===== config.mk =====
export PLATFORM = sky130hd
export DESIGN_NAME = pid_pin_irq
export DESIGN_NICKNAME = d
export VERILOG_FILES = /design/src/core/pid_pkg.sv /design/src/core/pid_pin_irq.sv
export SDC_FILE = /design/constraint.sdc
export NUM_CORES = 1
export LEC_CHECK = 0
export CORE_UTILIZATION = 45
export DETAILED_ROUTE_END_ITERATION = 6
export DONT_BUFFER_PORTS = 1
export MAX_ROUTING_LAYER = met4
export PLACE_DENSITY_LB_ADDON = 0.05
export SLEW_MARGIN = 15
export SYNTH_ARGS = -nofsm -noshare
export SYNTH_HDL_FRONTEND = slang
export SYNTH_SLANG_ARGS = --single-unit

===== constraint.sdc =====
create_clock -name ref_clk_i -period 2.02 [get_ports ref_clk_i]
set_input_delay 0.505 -clock ref_clk_i [delete_from_list [all_inputs] [get_ports ref_clk_i]]
set_output_delay 0.505 -clock ref_clk_i [all_outputs]
set_load 0.03 [all_outputs]

===== src/core/pid_pkg.sv =====
// Constants shared by the pin interrupt detection block.
package pid_pkg;
	// ---------------------------------------------------------------
	// Register indices (byte address is four times the index)
	// ---------------------------------------------------------------
	localparam logic [7:0] IDX_EXT_CTRL  = 8'h88;
	localparam logic [7:0] IDX_GPI_MODE  = 8'h9A;
	localparam logic [7:0] IDX_GPI_POL   = 8'h9B;
	localparam logic [7:0] IDX_GPI_EN    = 8'h9C;
	localparam logic [7:0] IDX_GPI_FLAGS = 8'h9D;
	localparam logic [7:0] IDX_IRQ_STAT  = 8'hA0;
	localparam logic [7:0] IDX_IRQ_MASK  = 8'hA1;
	// ---------------------------------------------------------------
	// Field positions
	// ---------------------------------------------------------------
	localparam int unsigned EXT_TRIG_LSB = 0;
	localparam int unsigned EXT_FLAG_LSB = 2;
	localparam int unsigned ST_EXT_LSB   = 0;
	localparam int unsigned ST_GPI       = 2;
	localparam int unsigned ST_W         = 3;
	// ---------------------------------------------------------------
	// Reset values
	// ---------------------------------------------------------------
	localparam logic [7:0]      GPI_REG_RST  = 8'h00;
	localparam logic [1:0]      EXT_TRIG_RST = 2'h0;
	localparam logic [1:0]      EXT_SMP_RST  = 2'h3;
	localparam logic [ST_W-1:0] ST_RST       = 3'h0;
endpackage


===== src/core/pid_pin_irq.sv =====
// Pin interrupt detection: two dedicated external lines and a port of general-purpose lines.
`timescale 1ns/1ps
// Overview of operation
// Trigger type 0 raises the external request while the pin samples low.
// Trigger type 1 sets the request flag on a high sample then low sample.
// Each external pin is sampled once per clock; detection uses those samples.
// The source holds the pin high two cycles, then low two cycles.
// An edge-mode request flag clears when the processor enters its service routine.
// Either external request issues a wake request.
// Eight independently configured general-purpose inputs, one per port pin.
// A per-pin mode bit selects level or edge detection.
// Polarity 0 means low level or falling edge; 1 high or rising.
// Port sampled every cycle; level needs two consecutive matching samples.
// Edge mode detects a change between samples in the chosen direction.
// Hardware sets a pin flag only on a detected condition with the pin enabled; a software write of 1 also sets it.
// Pin flags stay set until software clears them; hardware never clears.
// Any general-purpose flag issues a wake request.
// Enable bit 0 disables a pin, 1 enables it.
// Mode bit 0 selects level detection, 1 selects edge detection.
// One combined request is high while any general-purpose flag is set.
module pid_pin_irq
	import pid_pkg::*;
#(
	parameter int unsigned GPI_W  = 8,
	parameter int unsigned ADDR_W = 10
) (
	input  wire logic              ref_clk_i,
	input  wire logic              rst_i,
	input  wire logic              ce_i,
	input  wire logic [ADDR_W-1:0] adr_i,
	input  wire logic [31:0]       dat_i,
	output logic      [31:0]       dat_o,
	input  wire logic              we_i,
	input  wire logic [3:0]        sel_i,
	input  wire logic              cyc_i,
	input  wire logic              stb_i,
	output logic                   ack_o,
	input  wire logic              ext_irq_pin_zero_i,
	input  wire logic              ext_irq_pin_one_i,
	input  wire logic [1:0]        ext_service_ack_i,
	input  wire logic [GPI_W-1:0]  port1_pin_i,
	output logic                   ext_request_flag_zero_o,
	output logic                   ext_request_flag_one_o,
	output logic                   gpi_irq_o,
	output logic                   wake_o,
	output logic                   irq_o
);
	// ---------------------------------------------------------------
	// Elaboration checks
	// ---------------------------------------------------------------
	if (GPI_W < 1 || GPI_W > 8) begin : g_bad_width
		$error("GPI_W must lie between 1 and 8");
	end
	if (ADDR_W < 10) begin : g_bad_addr
		$error("ADDR_W must be at least 10");
	end

	// ---------------------------------------------------------------
	// Declarations
	// ---------------------------------------------------------------
	logic [1:0]       ext_trig;
	logic [1:0]       ext_smp;
	logic [1:0]       ext_prev;
	logic [1:0]       ext_flag;
	logic [1:0]       ext_set;
	logic [1:0]       ext_req;
	logic [1:0]       ext_req_q;
	logic [GPI_W-1:0] gpi_mode;
	logic [GPI_W-1:0] gpi_pol;
	logic [GPI_W-1:0] gpi_en;
	logic [GPI_W-1:0] gpi_flags;
	logic [GPI_W-1:0] p1_smp;
	logic [GPI_W-1:0] p1_prev;
	logic [GPI_W-1:0] gpi_cond;
	logic [GPI_W-1:0] gpi_set;
	logic [ST_W-1:0]  irq_stat;
	logic [ST_W-1:0]  irq_mask;
	logic [ST_W-1:0]  irq_ev;
	logic [7:0]       idx;
	logic             bus_wr;
	logic             bus_rd;
	logic [31:0]      next_dat;

	function automatic logic wr_hit(input logic [7:0] a, input logic [7:0] r, input logic w);
		wr_hit = w && (a == r);
	endfunction

	function automatic logic [31:0] zext(input logic [GPI_W-1:0] v);
		zext = {{(32-GPI_W){1'b0}}, v};
	endfunction

	// ---------------------------------------------------------------
	// Wishbone slave
	// ---------------------------------------------------------------
	// The answer comes one cycle after the request; the write lands on the acked edge.
	assign idx    = adr_i[9:2];
	assign bus_rd = cyc_i && stb_i && !ack_o;
	assign bus_wr = ce_i && cyc_i && stb_i && we_i && ack_o && sel_i[0];

	always_comb begin
		unique case (idx)
			IDX_EXT_CTRL:  next_dat = {28'h0000000, ext_flag, ext_trig};
			IDX_GPI_MODE:  next_dat = zext(gpi_mode);
			IDX_GPI_POL:   next_dat = zext(gpi_pol);
			IDX_GPI_EN:    next_dat = zext(gpi_en);
			IDX_GPI_FLAGS: next_dat = zext(gpi_flags);
			IDX_IRQ_STAT:  next_dat = {29'h0000000, irq_stat};
			IDX_IRQ_MASK:  next_dat = {29'h0000000, irq_mask};
			default:       next_dat = 32'h00000000;
		endcase
	end

	always_ff @(posedge ref_clk_i) begin
		if (rst_i) begin
			ack_o <= 1'b0;
		end else if (ce_i) begin
			ack_o <= bus_rd;
		end
	end

	always_ff @(posedge ref_clk_i) begin
		if (rst_i) begin
			dat_o <= 32'h00000000;
		end else if (ce_i && bus_rd) begin
			dat_o <= next_dat;
		end
	end

	// ---------------------------------------------------------------
	// Configuration registers
	// ---------------------------------------------------------------
	always_ff @(posedge ref_clk_i) begin
		if (rst_i) begin
			ext_trig <= EXT_TRIG_RST;
			gpi_mode <= GPI_REG_RST[GPI_W-1:0];
			gpi_pol  <= GPI_REG_RST[GPI_W-1:0];
			gpi_en   <= GPI_REG_RST[GPI_W-1:0];
			irq_mask <= ST_RST;
		end else begin
			if (wr_hit(idx, IDX_EXT_CTRL, bus_wr)) begin
				ext_trig <= dat_i[EXT_TRIG_LSB +: 2];
			end
			if (wr_hit(idx, IDX_GPI_MODE, bus_wr)) begin
				gpi_mode <= dat_i[GPI_W-1:0];
			end
			if (wr_hit(idx, IDX_GPI_POL, bus_wr)) begin
				gpi_pol <= dat_i[GPI_W-1:0];
			end
			if (wr_hit(idx, IDX_GPI_EN, bus_wr)) begin
				gpi_en <= dat_i[GPI_W-1:0];
			end
			if (wr_hit(idx, IDX_IRQ_MASK, bus_wr)) begin
				irq_mask <= dat_i[ST_W-1:0];
			end
		end
	end

	// ---------------------------------------------------------------
	// Dedicated external lines
	// ---------------------------------------------------------------
	// Samples reset high so an idle line cannot look like a falling edge.
	// one sample per cycle
	always_ff @(posedge ref_clk_i) begin
		if (rst_i) begin
			ext_smp  <= EXT_SMP_RST;
			ext_prev <= EXT_SMP_RST;
		end else if (ce_i) begin
			ext_smp  <= {ext_irq_pin_one_i, ext_irq_pin_zero_i};
			ext_prev <= ext_smp;
		end
	end

	// high then low sample
	assign ext_set = ext_trig & ext_prev & ~ext_smp;

	// service entry clears edge flag
	always_ff @(posedge ref_clk_i) begin
		if (rst_i) begin
			ext_flag <= 2'h0;
		end else if (ce_i) begin
			ext_flag <= ((ext_flag & ~ext_service_ack_i) | ext_set) & ext_trig;
		end
	end

	// level mode follows low sample
	assign ext_req = ext_flag | (~ext_trig & ~ext_smp);
	assign ext_request_flag_zero_o = ext_req[0];
	assign ext_request_flag_one_o  = ext_req[1];

	// ---------------------------------------------------------------
	// General-purpose lines
	// ---------------------------------------------------------------
	// port sampled every cycle
	always_ff @(posedge ref_clk_i) begin
		if (rst_i) begin
			p1_smp  <= GPI_REG_RST[GPI_W-1:0];
			p1_prev <= GPI_REG_RST[GPI_W-1:0];
		end else if (ce_i) begin
			p1_smp  <= port1_pin_i;
			p1_prev <= p1_smp;
		end
	end

	// one detector per pin
	for (genvar i = 0; i < GPI_W; i++) begin : g_pin
		// mode picks detector
		// 0 level, 1 edge
		// polarity selects direction
		// change in chosen direction
		assign gpi_cond[i] = gpi_mode[i]
			? (p1_smp[i] == gpi_pol[i]) && (p1_prev[i] != gpi_pol[i])
			: (p1_smp[i] == gpi_pol[i]) && (p1_prev[i] == gpi_pol[i]);
	end

	// condition and enable
	// enable gates the pin
	assign gpi_set = gpi_cond & gpi_en;

	// Set wins over a software write in the same cycle, so no event is lost.
	// only software clears
	always_ff @(posedge ref_clk_i) begin
		if (rst_i) begin
			gpi_flags <= GPI_REG_RST[GPI_W-1:0];
		end else if (ce_i) begin
			if (wr_hit(idx, IDX_GPI_FLAGS, bus_wr)) begin
				gpi_flags <= dat_i[GPI_W-1:0] | gpi_set;
			end else begin
				gpi_flags <= gpi_flags | gpi_set;
			end
		end
	end

	// combined request
	assign gpi_irq_o = |gpi_flags;
	// external lines wake
	// any pin flag wakes
	assign wake_o = (|ext_req) || (|gpi_flags);

	// ---------------------------------------------------------------
	// Interrupt status and mask
	// ---------------------------------------------------------------
	always_ff @(posedge ref_clk_i) begin
		if (rst_i) begin
			ext_req_q <= 2'h0;
		end else if (ce_i) begin
			ext_req_q <= ext_req;
		end
	end

	assign irq_ev = {|gpi_set, ext_req & ~ext_req_q};

	always_ff @(posedge ref_clk_i) begin
		if (rst_i) begin
			irq_stat <= ST_RST;
		end else if (ce_i) begin
			if (wr_hit(idx, IDX_IRQ_STAT, bus_wr)) begin
				irq_stat <= (irq_stat & ~dat_i[ST_W-1:0]) | irq_ev;
			end else begin
				irq_stat <= irq_stat | irq_ev;
			end
		end
	end

	assign irq_o = |(irq_stat & irq_mask);

	// ---------------------------------------------------------------
	// Assertions
	// ---------------------------------------------------------------
	property p_ext_level;
		@(posedge ref_clk_i) disable iff (rst_i)
		($past(ce_i) && !ext_trig[0] && !$past(ext_irq_pin_zero_i)) |-> ext_request_flag_zero_o;
	endproperty
	a_ext_level: assert property (p_ext_level) else $error("level request missing");

	property p_ext_edge;
		@(posedge ref_clk_i) disable iff (rst_i)
		(ce_i && ext_trig[1] && ext_prev[1] && !ext_smp[1] && $stable(ext_trig)) ##1 ext_trig[1]
			|-> ext_request_flag_one_o;
	endproperty
	a_ext_edge: assert property (p_ext_edge) else $error("edge flag not set");

	property p_ext_sample;
		@(posedge ref_clk_i) disable iff (rst_i)
		ce_i |=> (ext_smp[0] == $past(ext_irq_pin_zero_i)) && (ext_prev[0] == $past(ext_smp[0]));
	endproperty
	a_ext_sample: assert property (p_ext_sample) else $error("pin sample wrong");

	property p_ext_clear;
		@(posedge ref_clk_i) disable iff (rst_i)
		(ce_i && ext_service_ack_i[0] && !ext_set[0]) |=> !ext_flag[0];
	endproperty
	a_ext_clear: assert property (p_ext_clear) else $error("flag not cleared on service");

	property p_wake;
		@(posedge ref_clk_i) disable iff (rst_i)
		(ext_request_flag_zero_o || ext_request_flag_one_o || gpi_irq_o) |-> wake_o;
	endproperty
	a_wake: assert property (p_wake) else $error("wake not raised");

	property p_gpi_level;
		@(posedge ref_clk_i) disable iff (rst_i)
		(ce_i && !gpi_mode[0] && gpi_en[0] && p1_smp[0] == gpi_pol[0] && p1_prev[0] == gpi_pol[0])
			|=> gpi_flags[0];
	endproperty
	a_gpi_level: assert property (p_gpi_level) else $error("level flag not set");

	property p_gpi_edge;
		@(posedge ref_clk_i) disable iff (rst_i)
		(ce_i && gpi_mode[0] && gpi_en[0] && p1_smp[0] == gpi_pol[0] && p1_prev[0] != gpi_pol[0])
			|=> gpi_flags[0];
	endproperty
	a_gpi_edge: assert property (p_gpi_edge) else $error("edge flag not set");

	property p_gpi_fall;
		@(posedge ref_clk_i) disable iff (rst_i)
		(ce_i && gpi_mode[0] && !gpi_pol[0] && gpi_en[0] && p1_prev[0] && !p1_smp[0]) |=> gpi_flags[0];
	endproperty
	a_gpi_fall: assert property (p_gpi_fall) else $error("falling edge flag not set");

	property p_gpi_disabled;
		@(posedge ref_clk_i) disable iff (rst_i)
		(!gpi_en[0] && !gpi_flags[0] && !bus_wr) |=> !gpi_flags[0];
	endproperty
	a_gpi_disabled: assert property (p_gpi_disabled) else $error("disabled pin set flag");

	property p_gpi_sticky;
		@(posedge ref_clk_i) disable iff (rst_i)
		(gpi_flags[0] && !wr_hit(idx, IDX_GPI_FLAGS, bus_wr)) |=> gpi_flags[0];
	endproperty
	a_gpi_sticky: assert property (p_gpi_sticky) else $error("flag dropped by hardware");

	property p_gpi_combined;
		@(posedge ref_clk_i) disable iff (rst_i)
		gpi_irq_o == (gpi_flags != '0);
	endproperty
	a_gpi_combined: assert property (p_gpi_combined) else $error("combined request wrong");

	c_ext_edge:  cover property (@(posedge ref_clk_i) disable iff (rst_i) ext_set[0] ##1 ext_flag[0]);
	c_gpi_level: cover property (@(posedge ref_clk_i) disable iff (rst_i) !gpi_mode[0] && gpi_set[0]);
	c_gpi_edge:  cover property (@(posedge ref_clk_i) disable iff (rst_i) gpi_mode[0] && gpi_set[0]);
	c_irq:       cover property (@(posedge ref_clk_i) disable iff (rst_i) irq_o ##[1:20] !irq_o);
	c_ext_clear: cover property (@(posedge ref_clk_i) disable iff (rst_i) ext_flag[0] ##1 !ext_flag[0]);
endmodule


==> impl_metrics.json <==
{
  "syn_avg_cell_area_um2": 9.21,
  "layout-drive-gt1-share_pct": 13.7,
  "synth-seq-area-share_pct": 39.3,
  "powerDensity_nw_per_um2": 734,
  "routed_wl_um": 8440,
  "final_hold_viol_count": 0,
  "gr-total-overflow": 0,
  "grtUsageTotal_pct": 21.0,
  "critPathBufInv": 0,
  "die-height_um": 92.9,
  "slew_headroom_pct": 61.2,
  "worstSetupEndpointType": "output pin",
  "drt_iter0_markers": 228,
  "cp_top_family": "simple AND/OR/NAND/NOR gates",
  "min-delay-path-class": "in -> reg",
  "ios": 102,
  "ant_nets": 0,
  "cp_cell_sequence": "nor4_4 -> nand2_1 -> or3_4",
  "antenna_found_initial": 0,
  "fin_crit_sh_pct": 99.0,
  "ir_worst_vdd_mv": 0.342,
  "critPathKind": "reg -> out",
  "leakage_nw": 1.66,
  "skew_ns": 0.00572,
  "crit_arrival_ns": 1.49,
  "rsz0062_at_grt": "true",
  "numCtsBuffers": 9,
  "final_net_count": 475,
  "critPathRequiredTime_ns": 1.51,
  "final_cell_mix": "dfxtp_1 (71), mux2i_1 (67), nor2_1 (57)",
  "synthCells": 404,
  "post-route-util_pct": 51.4,
  "synth_edf_count": 0,
  "coreArea_um2": 7850,
  "cts_root_buffer": "clkbuf_8",
  "cts-root-to-sink-buffers": 2,
  "die_area_um2": 8630,
  "grt_pass1_wl_um": 13600,
  "gp_congestion": 0.846,
  "initial_core_util_pct": 47.4,
  "yosys-top-cells-area": "dfxtp_1 (39%), mux2i_1 (18%), nor2_1 (5.8%)",
  "vias": 2795,
  "drv_cap": 0,
  "syn_area_um2": 3720,
  "async_flop_share_pct": 0,
  "synth_top_area_share_pct": 39.3,
  "syn_to_final_growth_pct": 8.48,
  "port_buffers": 0,
  "cts_tree": "built",
  "final_common_cell": "dfxtp_1",
  "slowest_delay_ns": 0.40,
  "status": "finished clean",
  "viasPerCell": 5.40,
  "diodes": 0,
  "drc": 0,
  "cts_sinks": 73,
  "critPathMaxFanout": 2,
  "dr.pass1.iters": 4,
  "clkLatencyLatePin_ns": 0.34,
  "grt_pass1_vias": 2647,
  "dp_cells": 501,
  "ys_types": 56,
  "slowest_stage": "or3_4",
  "rows": 32,
  "startpoint_type": "flip-flop",
  "cts_max_level": 3,
  "synth-main-ff-cell": "dfxtp_1",
  "wl_per_cell_um": 16.3,
  "fmax_mhz": 500,
  "dp_hpwl_um": 5930,
  "setup_viol_count_final": 0,
  "die_x_um": 92.9,
  "grt_max_degree": 73,
  "fin_cells": 518,
  "synth_top_cell_by_area": "dfxtp_1",
  "layout_min_cycle_time_ns": 2.00,
  "slew_violations": 0,
  "worst_pin_slew_ns": 0.567,
  "synth_warnings": 0,
  "ys_ff_latch": 73,
  "clk_pin_slew_worst_paths_ns": 0.08,
  "power.total_w": 0.00296
}
==> per-layer routing <==
metal | up-vias | wire length [um] | track usage, %
li1 | 1397 | - | -
met1 | 1309 | 4260 | 29.4
met2 | 80 | 3590 | 30.1
met3 | 9 | 502 | 4.60
met4 | 0 | 93 | 6.15
met5 | - | 0 | -
==> kinds of logic (layout without fill, tap and decap cells) <==
| kind of cell | Yosys count | after routing | share of synthesized area (%) |
|---|---|---|---|
| AO/OA/AOI/OAI | 57 | 57 | 10.5 |
| XOR/XNOR | 8 | 8 | 1.88 |
| buffers and inverters | 56 | 45 | 8.85 |
| flip-flops | 73 | 73 | 39.3 |
| multiplexers | 69 | 69 | 18.6 |
| other | 1 | 24 | 0.101 |
| AND/OR/NAND/NOR | 140 | 140 | 20.7 |
==> synth_stat cells, types with 2 or more instances <==
cell type  number
dfxtp_1        73
mux2i_1        67
nor2_1         57
buf_4          26
a21oi_1        16
nand3_1        16
nand2_1        13
inv_1          12
clkbuf_1       11
o21ai_0         8
nor2b_1         7
o32ai_1         7
xnor2_1         7
or3b_2          6
a22oi_1         5
a211o_1         4
buf_2           4
nand2b_1        4
a2111oi_0       3
and3_1          3
nand4_1         3
nor3_1          3
nor4_1          3
o21bai_1        3
or3_1           3
a22o_1          2
a32oi_1         2
buf_6           2
mux2_2          2
nand4b_1        2
nor3_4          2
nor3b_1         2
nor4b_1         2
or2_2           2
==> final timing paths <==
kind | startpoint | endpoint | slack (ns) | cells past startpoint
hold / removal | rst_i | ack_o | 0.23 | 1
setup reg to reg | gpi_en[7] | irq_stat[2] | 0.42 | 5
setup / recovery | gpi_flags[6] | wake_o | 0.02 | 3
hold reg to reg | ext_flag[0] | ext_flag[0] | 0.48 | 2
==> registers in the layout, summed over array words and instances (netlist names), 3 cells and up <==
register,count
dat_o,8
gpi_en,8
gpi_flags,8
gpi_mode,8
gpi_pol,8
irq_mask,3
irq_stat,3
p1_prev,8
p1_smp,8
==> report_power, final <==
part / switching [W] / internal, W
clock network: 0.000542 / 0.000759
registers: 0.0000201 / 0.00146
logic: 0.000113 / 0.0000648
total: 0.000675 / 0.00229
==> metrics by stage <==
step                      setup WS (ns)  setup TNS, ns  hold slack (ns)  area, um^2
final                            0.0202              0            0.227        4040
after global routing            -0.0439        -0.0439            0.211        4040
after CTS                       -0.0314        -0.0314            0.214        4040
after detailed placement         0.0757              0            0.464        3780
after global placement           0.0970              0            0.466        3780
after floorplan                   0.197              0            0.446        3810
==> worst reg2reg max path, delay by kind of cell, from the launching register on <==
kind            cells  cell delay [ns]
simple gates        2             0.54
compound gates      2             0.28
flops               1             0.38
mux                 1             0.35
==> cell type report <==
type	count	area (um^2)
clock buffers	11	151
clock inverters	5	77.6
fillers	775	3810
inverters	12	45.0
multi-input cells	298	2040
flip-flops and latches	73	1460
well taps	102	128
repair buffers	17	128
==> timing repair <==
| item | 4_1_cts | 5_1_grt |
|---|---|---|
| resized for setup | 5 | 0 |
| hold buffers | 0 | 0 |
| buffers inserted | 1 | 0 |
| pin swaps | 3 | 1 |
| endpoints found under the setup margin | 1 | 1 |
No activity file was read; power rests on OpenSTA's default activity.
